--- config.mk ---
export PLATFORM = sky130hd
export DESIGN_NAME = motor_startup_config_decode
export DESIGN_NICKNAME = d
export VERILOG_FILES = /design/src/rtl/startup_cfg_pkg.sv /design/src/rtl/hold_if.sv /design/src/rtl/align_hold_timer.sv /design/src/rtl/motor_startup_config_decode.sv
export SDC_FILE = /design/constraint.sdc
export NUM_CORES = 1
export LEC_CHECK = 0
export CORE_ASPECT_RATIO = 0.75
export CORE_MARGIN = 3
export CORE_UTILIZATION = 55
export DETAILED_ROUTE_END_ITERATION = 6
export DONT_BUFFER_PORTS = 1
export GPL_ROUTABILITY_DRIVEN = 0
export MAX_ROUTING_LAYER = met4
export PLACE_DENSITY = 0.7
export SLEW_MARGIN = 15
export SYNTH_ARGS = -nofsm -noshare
export SYNTH_HDL_FRONTEND = slang
export SYNTH_SLANG_ARGS = --single-unit
--- constraint.sdc ---
create_clock -name clk_sys -period 14 [get_ports clk_sys]
set_clock_uncertainty 0.05 [all_clocks]
set_input_delay 1.4 -clock clk_sys [delete_from_list [all_inputs] [get_ports clk_sys]]
set_output_delay 1.4 -clock clk_sys [all_outputs]
set_load 0.005 [all_outputs]
--- src/rtl/startup_cfg_pkg.sv ---
// constants, field layout and code tables of the start-up configuration word
// assumes a 10 MHz system clock
package startup_cfg_pkg;

  // ****************************************
  // register map
  // ****************************************
  localparam logic [7:0]  ADDR_STARTUP_CFG = 8'h84;
  localparam logic [7:0]  ADDR_STATUS      = 8'h88;
  localparam logic [31:0] CFG_RESET        = 32'h0000_0000;

  // ****************************************
  // field positions
  // ****************************************
  localparam int METHOD_LSB  = 29;
  localparam int RAMP_LSB    = 25;
  localparam int ALIGN_LSB   = 21;
  localparam int CAP_LSB     = 17;
  localparam int PULSE_LSB   = 14;
  localparam int THR_LSB     = 9;
  localparam int RELEASE_BIT = 8;
  localparam int LEAD_LSB    = 6;
  localparam int REPEAT_LSB  = 4;
  localparam int CAPSRC_BIT  = 3;
  localparam int RAMPDN_BIT  = 2;
  localparam int BRAKE_BIT   = 1;
  localparam int REVSEL_BIT  = 0;

  // status bits
  localparam int ST_HOLD_BUSY  = 0;
  localparam int ST_DOUBLE_2ND = 1;
  localparam int ST_THR_BAD    = 2;
  localparam int ST_PROBE_CNT  = 4;

  typedef enum logic [1:0] {
    METHOD_ALIGN        = 2'h0,
    METHOD_DOUBLE_ALIGN = 2'h1,
    METHOD_POSITION     = 2'h2,
    METHOD_SLOW_CYCLE   = 2'h3
  } startup_method_e;

  // ****************************************
  // timing
  // ****************************************
  localparam int CLK_HZ           = 10_000_000;
  localparam int HOLD_TICK_MS     = 10;
  localparam int HOLD_TICK_CYCLES = CLK_HZ / 1000 * HOLD_TICK_MS;

  // ****************************************
  // code tables
  // ****************************************
  // ramp rate in 0.1 A/s, code f unlimited
  localparam logic [15:0] RAMP_TABLE [16] = '{
    16'h0001, 16'h000a, 16'h0032, 16'h0064, 16'h0096, 16'h00fa, 16'h01f4, 16'h03e8,
    16'h05dc, 16'h07d0, 16'h09c4, 16'h1388, 16'h2710, 16'h4e20, 16'hc350, 16'h0000};
  localparam logic [3:0] RAMP_UNLIMITED = 4'hf;
  // alignment hold in 10 ms ticks
  localparam logic [10:0] ALIGN_TABLE [16] = '{
    11'h001, 11'h005, 11'h00a, 11'h014, 11'h01e, 11'h028, 11'h032, 11'h04b,
    11'h064, 11'h096, 11'h0c8, 11'h12c, 11'h190, 11'h1f4, 11'h2ee, 11'h3e8};
  // current cap in mA
  localparam logic [15:0] CAP_TABLE [16] = '{
    16'h007d, 16'h00fa, 16'h01f4, 16'h03e8, 16'h05dc, 16'h07d0, 16'h09c4, 16'h0bb8,
    16'h0dac, 16'h0fa0, 16'h1194, 16'h1388, 16'h157c, 16'h1770, 16'h1b58, 16'h1f40};
  // probe pulse rate in Hz
  localparam logic [15:0] PULSE_TABLE [8] = '{
    16'h0032, 16'h0064, 16'h00fa, 16'h01f4, 16'h03e8, 16'h07d0, 16'h1388, 16'h2710};
  // probe threshold in mA, codes from 12h unsupported
  localparam logic [15:0] THR_TABLE [18] = '{
    16'h00fa, 16'h01f4, 16'h02ee, 16'h03e8, 16'h04e2, 16'h05dc, 16'h07d0, 16'h09c4,
    16'h0bb8, 16'h0e53, 16'h0fa0, 16'h123b, 16'h1388, 16'h14d5, 16'h1770, 16'h1a0b,
    16'h1ca5, 16'h1f40};
  localparam logic [4:0] THR_FIRST_BAD = 5'h12;
  // lead angle, 16'h10000 = one electrical turn
  localparam logic [15:0] LEAD_TABLE [4] = '{16'h0000, 16'h1555, 16'h2aab, 16'h4000};
  // reciprocal of three in q16
  localparam logic [15:0] RECIP_THREE = 16'h5556;

endpackage

--- src/rtl/hold_if.sv ---
// start and completion handshake between start-up control and hold timer
// assumes both ends on clk_sys
`timescale 1ns/100ps
interface hold_if;
  logic        start;
  logic [10:0] ticks;
  logic        busy;
  logic        done;

  modport ctrl  (output start, output ticks, input busy, input done);
  modport timer (input start, input ticks, output busy, output done);
endinterface

--- src/rtl/align_hold_timer.sv ---
// alignment hold timer counting 10 ms ticks
// assumes start is a one-cycle pulse on clk_sys, frozen with clk_en
`timescale 1ns/100ps
module align_hold_timer
  import startup_cfg_pkg::*;
#(
  parameter int TICK_CYCLES = HOLD_TICK_CYCLES
) (
  input  wire logic clk_sys,
  input  wire logic reset,
  input  wire logic clk_en,
  hold_if.timer     hold
);

  typedef struct packed {
    logic        busy;
    logic        done;
    logic [16:0] presc;
    logic [10:0] remaining;
  } timer_s;

  timer_s q;
  timer_s next_q;

  // ****************************************
  // tick counting
  // ****************************************
  always_comb begin
    next_q      = q;
    next_q.done = 1'b0;
    if (hold.start) begin
      next_q.busy      = 1'b1;
      next_q.presc     = '0;
      next_q.remaining = hold.ticks;
    end else if (q.busy) begin
      if (q.presc == 17'(TICK_CYCLES - 1)) begin
        next_q.presc     = '0;
        next_q.remaining = q.remaining - 11'h001;
        if (q.remaining == 11'h001) begin
          next_q.busy = 1'b0;
          next_q.done = 1'b1;
        end
      end else begin
        next_q.presc = q.presc + 17'h00001;
      end
    end
  end

  always_ff @(posedge clk_sys) begin
    if (reset) begin
      q <= '0;
    end else if (clk_en) begin
      q <= next_q;
    end
  end

  assign hold.busy = q.busy;
  assign hold.done = q.done;

endmodule

--- src/rtl/motor_startup_config_decode.sv ---
// start-up configuration register and decode of its fields
// assumes register strobes, align_start and probe inputs come from clk_sys logic
`timescale 1ns/100ps

module motor_startup_config_decode
  import startup_cfg_pkg::*;
#(
  parameter int TICK_CYCLES = HOLD_TICK_CYCLES
) (
  input  wire logic        clk_sys,
  input  wire logic        reset,
  input  wire logic        clk_en,
  input  wire logic [7:0]  reg_addr,
  input  wire logic [31:0] reg_wdata,
  input  wire logic        reg_wr,
  input  wire logic        reg_rd,
  output logic      [31:0] reg_rdata,
  input  wire logic        align_start,
  input  wire logic [15:0] probe_angle,
  input  wire logic        probe_valid,
  input  wire logic [15:0] general_current_cap,
  input  wire logic [15:0] openloop_current_cap,
  output startup_method_e  startup_method_sel,
  output logic      [15:0] ramp_rate,
  output logic             ramp_unlimited,
  output logic      [15:0] prestart_current_cap,
  output logic             align_active,
  output logic             align_done,
  output logic      [15:0] position_probe_pulse_rate,
  output logic      [15:0] position_probe_threshold,
  output logic             position_probe_threshold_bad,
  output logic             position_probe_release,
  output logic      [15:0] position_probe_result,
  output logic             position_probe_result_valid,
  output logic      [15:0] openloop_cap,
  output logic             torque_current_rampdown_en,
  output logic             active_brake_en,
  output logic             reverse_param_set_sel
);

  typedef enum logic [1:0] {
    HOLD_IDLE   = 2'h0,
    HOLD_FIRST  = 2'h1,
    HOLD_SECOND = 2'h2
  } hold_state_e;

  typedef struct packed {
    logic [31:0]     cfg;
    logic [31:0]     rdata;
    hold_state_e     hstate;
    logic            align_done;
    logic [2:0]      probe_cnt;
    logic [17:0]     probe_sum;
    logic [15:0]     probe_result;
    logic            probe_valid;
    startup_method_e method;
    logic [15:0]     ramp;
    logic            ramp_inf;
    logic [15:0]     cap;
    logic [15:0]     pulse;
    logic [15:0]     thr;
    logic            thr_bad;
    logic            release_tri;
    logic [15:0]     ol_cap;
    logic            rampdown;
    logic            brake;
    logic            rev_sel;
  } state_s;

  state_s q;
  state_s next_q;

  hold_if hold ();

  logic        next_start;
  logic [10:0] next_ticks;

  align_hold_timer #(
    .TICK_CYCLES (TICK_CYCLES)
  ) u_hold (
    .clk_sys (clk_sys),
    .reset   (reset),
    .clk_en  (clk_en),
    .hold    (hold.timer)
  );

  assign hold.start = next_start;
  assign hold.ticks = next_ticks;

  // ****************************************
  // field views of the stored word
  // ****************************************
  logic [1:0]  f_method;
  logic [3:0]  f_ramp;
  logic [3:0]  f_align;
  logic [3:0]  f_cap;
  logic [2:0]  f_pulse;
  logic [4:0]  f_thr;
  logic [1:0]  f_lead;
  logic [1:0]  f_repeat;
  logic [2:0]  runs;
  logic [17:0] sum_now;
  logic [33:0] third;

  always_comb begin
    f_method = q.cfg[METHOD_LSB +: 2];
    f_ramp   = q.cfg[RAMP_LSB +: 4];
    f_align  = q.cfg[ALIGN_LSB +: 4];
    f_cap    = q.cfg[CAP_LSB +: 4];
    f_pulse  = q.cfg[PULSE_LSB +: 3];
    f_thr    = q.cfg[THR_LSB +: 5];
    f_lead   = q.cfg[LEAD_LSB +: 2];
    f_repeat = q.cfg[REPEAT_LSB +: 2];
    runs     = {1'b0, f_repeat} + 3'h1;
  end

  // ****************************************
  // next state
  // ****************************************
  always_comb begin
    next_q             = q;
    next_start         = 1'b0;
    next_ticks         = ALIGN_TABLE[f_align];
    next_q.align_done  = 1'b0;
    next_q.probe_valid = 1'b0;
    sum_now            = q.probe_sum + {2'h0, probe_angle};
    third              = sum_now * RECIP_THREE;

    // register port
    if (reg_wr && reg_addr == ADDR_STARTUP_CFG) begin
      next_q.cfg = reg_wdata;
    end
    next_q.rdata = '0;
    if (reg_rd) begin
      unique case (reg_addr)
        ADDR_STARTUP_CFG: next_q.rdata = q.cfg;
        ADDR_STATUS: begin
          next_q.rdata[ST_HOLD_BUSY]      = hold.busy;
          next_q.rdata[ST_DOUBLE_2ND]     = (q.hstate == HOLD_SECOND);
          next_q.rdata[ST_THR_BAD]        = q.thr_bad;
          next_q.rdata[ST_PROBE_CNT +: 3] = q.probe_cnt;
        end
        default: next_q.rdata = '0;
      endcase
    end

    // decoded settings, one cycle behind the word
    next_q.method      = startup_method_e'(f_method);
    next_q.ramp        = RAMP_TABLE[f_ramp];
    next_q.ramp_inf    = (f_ramp == RAMP_UNLIMITED);
    next_q.cap         = CAP_TABLE[f_cap];
    next_q.pulse       = PULSE_TABLE[f_pulse];
    next_q.thr_bad     = (f_thr >= THR_FIRST_BAD);
    next_q.thr         = (f_thr >= THR_FIRST_BAD) ? 16'h0000 : THR_TABLE[f_thr];
    next_q.release_tri = q.cfg[RELEASE_BIT];
    next_q.ol_cap      = q.cfg[CAPSRC_BIT] ? general_current_cap : openloop_current_cap;
    next_q.rampdown    = q.cfg[RAMPDN_BIT];
    next_q.brake       = q.cfg[BRAKE_BIT];
    next_q.rev_sel     = q.cfg[REVSEL_BIT];

    // alignment hold sequencing
    unique case (q.hstate)
      HOLD_IDLE: begin
        if (align_start && q.method != METHOD_POSITION) begin
          next_start    = 1'b1;
          next_q.hstate = HOLD_FIRST;
        end
      end
      HOLD_FIRST: begin
        if (hold.done) begin
          if (q.method == METHOD_DOUBLE_ALIGN) begin
            next_start    = 1'b1;
            next_q.hstate = HOLD_SECOND;
          end else begin
            next_q.hstate     = HOLD_IDLE;
            next_q.align_done = 1'b1;
          end
        end
      end
      HOLD_SECOND: begin
        if (hold.done) begin
          next_q.hstate     = HOLD_IDLE;
          next_q.align_done = 1'b1;
        end
      end
      default: next_q.hstate = HOLD_IDLE;
    endcase

    // position probe averaging
    if (probe_valid) begin
      if (q.probe_cnt + 3'h1 >= runs) begin
        next_q.probe_cnt   = '0;
        next_q.probe_sum   = '0;
        next_q.probe_valid = 1'b1;
        unique case (f_repeat)
          2'h0: next_q.probe_result = sum_now[15:0] + LEAD_TABLE[f_lead];
          2'h1: next_q.probe_result = sum_now[16:1] + LEAD_TABLE[f_lead];
          2'h2: next_q.probe_result = third[31:16] + LEAD_TABLE[f_lead];
          2'h3: next_q.probe_result = sum_now[17:2] + LEAD_TABLE[f_lead];
        endcase
      end else begin
        next_q.probe_cnt = q.probe_cnt + 3'h1;
        next_q.probe_sum = sum_now;
      end
    end
  end

  always_ff @(posedge clk_sys) begin
    if (reset) begin
      q     <= '0;
      q.cfg <= CFG_RESET;
    end else if (clk_en) begin
      q <= next_q;
    end
  end

  // ****************************************
  // outputs
  // ****************************************
  assign reg_rdata                    = q.rdata;
  assign startup_method_sel           = q.method;
  assign ramp_rate                    = q.ramp;
  assign ramp_unlimited               = q.ramp_inf;
  assign prestart_current_cap         = q.cap;
  assign align_active                 = (q.hstate != HOLD_IDLE);
  assign align_done                   = q.align_done;
  assign position_probe_pulse_rate    = q.pulse;
  assign position_probe_threshold     = q.thr;
  assign position_probe_threshold_bad = q.thr_bad;
  assign position_probe_release       = q.release_tri;
  assign position_probe_result        = q.probe_result;
  assign position_probe_result_valid  = q.probe_valid;
  assign openloop_cap                 = q.ol_cap;
  assign torque_current_rampdown_en   = q.rampdown;
  assign active_brake_en              = q.brake;
  assign reverse_param_set_sel        = q.rev_sel;

endmodule

# Word-level counts from Yosys, hierarchy flattened
# Memory sizes are Yosys's and may differ from the RTL's. A register that Yosys moved wholly into a read port is not among the register bits.
# Index checks and enable logic that the tools add are counted.
# Widths: inputs -> output; s select.
[word_totals]
out_inout_bits = 139
reg_bits = 175
romBits = 1328
memories = 5
in_bits = 95
[mem_list]
columns = ["name", "depth", "width", "rd", "rd_clocked_by_memory_dff", "wr", "line_no", "text"]
rows = [
  ["(no name shown)", 32, 16, 1, 0, 0, "motor_startup_config_decode.sv:154", "next_q.thr = (f_thr >= THR_FIRST_BAD) ? 16'h0000 : THR_TABLE[f_thr];"],
  ["(no name shown)", 16, 16, 1, 1, 0, "motor_startup_config_decode.sv:151", "next_q.cap = CAP_TABLE[f_cap];"],
  ["(no name shown)", 16, 16, 1, 1, 0, "motor_startup_config_decode.sv:149", "next_q.ramp = RAMP_TABLE[f_ramp];"],
  ["(no name shown)", 16, 11, 1, 0, 0, "motor_startup_config_decode.sv:123", "next_ticks = ALIGN_TABLE[f_align];"],
  ["(no name shown)", 8, 16, 1, 1, 0, "motor_startup_config_decode.sv:152", "next_q.pulse = PULSE_TABLE[f_pulse];"],
]
[classes]
eq_ne = 15
order_cmp = 5
addsub = 9
multipliers = 1
muxes = 37
reduce_logical = 13
bitwise_logic = 6
[op_table]
columns = ["operator", "n"]
rows = [
  ["$mux 16", 6],
  ["$add 16x16->16", 4],
  ["$pmux 16 s4", 1],
  ["$mux 11", 3],
  ["$bmux 16 s2", 1],
  ["$mux 32", 1],
  ["$mul 18x14->31 const B", 1],
  ["$mux 30", 1],
  ["$mux 28", 1],
  ["$mux 25", 1],
  ["$mux 21", 1],
  ["$add 18x16->18", 1],
  ["$add 17x1->17 const B", 1],
  ["$eq 17x17->1 const B", 1],
  ["$mux 17", 1],
  ["$eq 8x8->1 const B", 2],
  ["$not 4->5", 3],
  ["$pmux 3 s2", 2],
  ["$eq 11x1->1 const B", 1],
  ["$sub 11x1->11 const B", 1],
  ["$ge 5x5->1 const B", 2],
  ["$mux 1", 9],
  ["$mux 2", 4],
  ["$eq 2x1->1 const B", 3],
  ["other kinds (21)", 34],
]

# Longest topological paths before layout
[logic_depth]
word_depth = 6
depth_mapped = 40

# Hierarchy
# Synthesis repeated with hierarchy kept, for this count alone.
[unflattened]
hier_cells = 2010
hier_area_um2 = 16697.3
[by_module_without_submodules]
columns = ["module", "n_inst", "cells_per_inst", "area_each_um2"]
rows = [
  ["motor_startup_config_decode", 1, 1794, 14901.8],
  ["align_hold_timer", 1, 216, 1795.5],
]

# Worst setup path before layout
# Ideal clock, no wire load.
[synth_path]
path_kind = "input port to flip-flop"
start = "in probe_angle[1]"
end = "reg q, in the netlist position_probe_result[14]"
setup_slack_ns = 4.593
t_required_ns = 13.880
arrival_time_ns = 9.287
path_stages = 38
n_path_buf = 1
cell_sequence = "ha_1 -> a21oi_1 -> o211ai_1 -> or2_1 -> a21o_1 -> a21o_1 -> a21oi_1 -> nor2b_1 -> o311a_1 -> buf_2 -> ha_1 -> ha_1 -> inv_1 -> fa_1 -> inv_1 -> fa_1 -> fa_1 -> inv_1 -> [2 not listed] -> ha_1 -> a21o_1 -> a221o_1 -> a21oi_1 -> xnor2_1 -> a21oi_1 -> a21oi_1 -> ha_1 -> a21o_1 -> a21o_1 -> a21o_1 -> a21o_1 -> a21oi_1 -> o211ai_1 -> a41oi_1 -> xnor2_1 -> nand2_1 -> a21oi_1"
[synth_via]
elab_chain_len = 4
[synth_lines]
columns = ["item", "line_no", "text"]
rows = [
  ["from (decl)", "motor_startup_config_decode.sv:19", "input wire logic [15:0] probe_angle,"],
  ["$add 18x16->18 (*)", "motor_startup_config_decode.sv:126", "sum_now = q.probe_sum + {2'h0, probe_angle};"],
  ["$mul 18x14->31", "motor_startup_config_decode.sv:127", "third = sum_now * RECIP_THREE;"],
  ["$add 16x16->16", "motor_startup_config_decode.sv:198", "2'h2: next_q.probe_result = third[31:16] + LEAD_TABLE[f_lead];"],
  ["$pmux 16 s4 (*)", "motor_startup_config_decode.sv:195", "unique case (f_repeat)"],
  ["to (signal assigned)", "motor_startup_config_decode.sv:213", "q <= next_q;"],
  ["to (decl)", "motor_startup_config_decode.sv:70", "state_s q;"],
]
# Every way passes the cells marked *; elsewhere a longest branch is shown, timed or not.
# A chain may end at the register's enable or synchronous reset.

# Worst setup path in the final report
[layout_path]
start = "in probe_angle[0]"
end = "reg q, in the netlist position_probe_result[14]"
# The elaborated chain is that of the path after synthesis.

==> results_dict.tcl <==
set metrics [dict create \
    cts.clk_slew.worst_paths_ns 0.06 \
    r2r_cells 37 \
    worst_path_largest_cell_delay_ns 0.86 \
    insertion_delay_ns 0.51 \
    cts_max_level 1 \
    clock_path_buffers 3 \
    clockPowerShare_pct 27.8 \
    cts_hold_buf 0 \
    syn_to_final_growth_pct 0.491 \
    cpMostUsedCell "inv_1" \
    setup_violations 0 \
    dpl_cell_area_um2 15500 \
    r2r_setup_slack_ns 4.15 \
    fill_cells 2558 \
    seqPwrFrac_pct 26.7 \
    path_depth 37 \
    start_util_pct 57.0 \
    hold_class "reg2reg" \
    cts_tree "done" \
    yosysMostFrequentCell "dfxtp_1" \
    grt_start_max_net_pins 205 \
    postRouteAntennaNets 0 \
    status "finished with violations" \
    cts.sinks 213 \
    reg2reg_to "position_probe_result[14]" \
    postSynthCellCount 1966 \
    max_freq_mhz 96.2 \
    grt_pass1_wl_um 67200 \
    critPathKind "in2reg" \
    dieArea_um2 31800 \
    ios 234 \
    required_ns 14.39 \
    final_util_pct 57.3 \
    postLayoutCellArea_um2 16400 \
    die_h_um 155 \
    synth_area_um2 16300 \
    maxCapViolations 0 \
    crit_buf_inv 6 \
    vdd_drop_max_uv 149 \
    wirelength_um 42400 \
    critPathArrivalTime_ns 10.79 \
    nNetsFinal 2131 \
    p_int_mw 1.46 \
    power.leakage_nw 7.16 \
    synth_ff_type "dfxtp_1" \
    endpoint "position_probe_result[14]" \
    violations "DRC" \
    grt_pass1_vias 12300 \
    rr_startpoint "q[105]" \
    final_cells 2181 \
    dpl.cell_count 2140 \
    dr.first_iter.drc_count 1134 \
    synth-seq-cells 213 \
    power.total_mw 2.35 \
    power_density_nw_per_um2 144 \
    synthDistinctLibCells 74 \
    antenna_found_initial 0 \
    max-slew-margin-rel_pct 27.3 \
    crit_path_start "probe_angle[0]" \
    rsz0062_at_grt "false" \
    setup_ws_ns 3.60 \
    wl_per_cell_um 19.4 \
    drv_slew 0 \
    hold_viol_final 0 \
    post-route-period-util_pct 74.3 \
    synthTopCellsByArea "dfxtp_1 (26%), ha_1 (14%), fa_1 (9.6%), buf_4 (6.0%), a21oi_1 (5.4%)" \
    pwr-share-comb_pct 45.4 \
    root_buffer "clkbuf_16" \
    crit_path_start_kind "input port" \
    post-dp-hpwl_um 31700 \
    end_kind "flip-flop" \
    period_needed_ns 10.40 \
    via_per_inst 5.92 \
    synth_top_area_cell "dfxtp_1" \
    synthTopCellsByCount "dfxtp_1 (213), nand2_1 (193), inv_1 (190)" \
    insertedDiodeCount 0 \
    yosysWarnings 0 \
    grt.overflow.total 0 \
    cp_top_family "adder cells" \
    setup_tns_ns 0 \
    drive_gt1_share_pct 3.62 \
    worstPathMaxFanout 6 \
    seq_area_frac_synth_pct 26.2 \
    core_um2 28600 \
    portBuffers 0 \
    pre_cts_slack_ns 3.35 \
    synth_area_per_cell_um2 8.29 \
    cts_resized 0 \
    crit_slowest_cell "xnor2_1" \
    p_sw_mw 0.888 \
    post-cts-setup-buffer-count 0 \
    synth_edf_count 0 \
    route.detailed.drc 8 \
    cts_buffers 23 \
    synthArstFlopShare_pct 0 \
    drt-pass1-iter-count 7 \
    p_sw_share_pct 37.7 \
    synth_top_area_share_pct 26.2 \
    grt_usage_pct 26.9 \
    fp.dieW_um 205 \
    vias 12916 \
    whs_ns 0.410 \
    worst_pin_slew_ns 1.08 \
    rows 53 \
    hold_depth 2 \
]
-- cells by family (layout without fill, tap and decap cells) --
logic type | Yosys count | in the layout | share of synthesized area, %
fa+ha+maj | 256 | 256 | 23.2
xor+xnor | 71 | 71 | 3.82
simple gates | 520 | 520 | 13.8
buf+inv | 419 | 240 | 12.7
compound gates | 438 | 438 | 17.1
flops | 213 | 213 | 26.2
other cells | 1 | 10 | 0.0230
mux | 48 | 48 | 3.11
-- cells in the final DEF, fill, tap and decap left out, types with 27 or more instances in the layout --
| cell type | netlist | routed |
|---|---|---|
| xnor2_1 | 38 | 38 |
| fa_1 | 78 | 78 |
| ha_1 | 178 | 178 |
| a21oi_1 | 175 | 174 |
| nor3_1 | 27 | 27 |
| nor2_1 | 188 | 187 |
| o21ai_0 | 52 | 52 |
| nand3_1 | 41 | 41 |
| a21o_1 | 33 | 33 |
| mux2i_1 | 45 | 45 |
| xor2_1 | 33 | 32 |
| inv_1 | 190 | 190 |
| dfxtp_1 | 213 | 213 |
| a211oi_1 | 28 | 28 |
| nand2_1 | 193 | 193 |
| a22oi_1 | 51 | 51 |
-- worst min-delay path by stage --
stage | startpoint | end | slack (ns)
floorplan | position_probe_result[10] | position_probe_result[10] | 0.38
global placement | q[105] | q[105] | 0.39
detailed placement | q[105] | q[105] | 0.40
CTS | q[105] | q[105] | 0.41
global route | position_probe_result[5] | position_probe_result[5] | 0.44
finish | q[105] | q[105] | 0.41
-- worst min-delay path, stage by stage (launching register included) --
cell and delay [ns]:
dfxtp_1 0.31, nand2_1 0.05, a21oi_1 0.05
-- layer usage --
| layer | share of wire (%) | wire length, um | GRT usage [%] |
|---|---|---|---|
| met3 | 12 | 4970 | 9.24 |
| met5 | 0 | 0 | - |
| met4 | 1.6 | 665 | 4.09 |
| met1 | 46 | 19300 | 38.7 |
| met2 | 41 | 17400 | 37.0 |
-- state kept, by name (all words and copies together), names as in the netlist, 5 cells and up --
register and flops:
reg_rdata 32, u_hold.q 28, q 25, openloop_cap 16, position_probe_result 16, ramp_rate 16
position_probe_threshold 13, prestart_current_cap 13, position_probe_pulse_rate 12, f_thr 5
-- final cells by class --
cell class,count,area (um2),area share [%]
Multi-Input combinational cell,1343,10000,61.2
Clock buffer,33,703,4.29
Sequential cell,213,4260,26.0
Inverter,191,717,4.38
Tap cell,385,482,2.94
Timing Repair Buffer,8,60.1,0.367
Clock inverter,8,128,0.779
-- power groups by stage --
stage / registers [mW] / logic [mW] / clock network, mW
CTS: 0.629 / 1.04 / 0.669
detailed placement: 0.643 / 1.03 / 0
global placement: 0.642 / 1.01 / 0
floorplan: 0.636 / 0.820 / 0
global route: 0.630 / 1.20 / 0.696
finish: 0.629 / 1.07 / 0.655
Note: power is estimated with default switching activity, not from simulation.
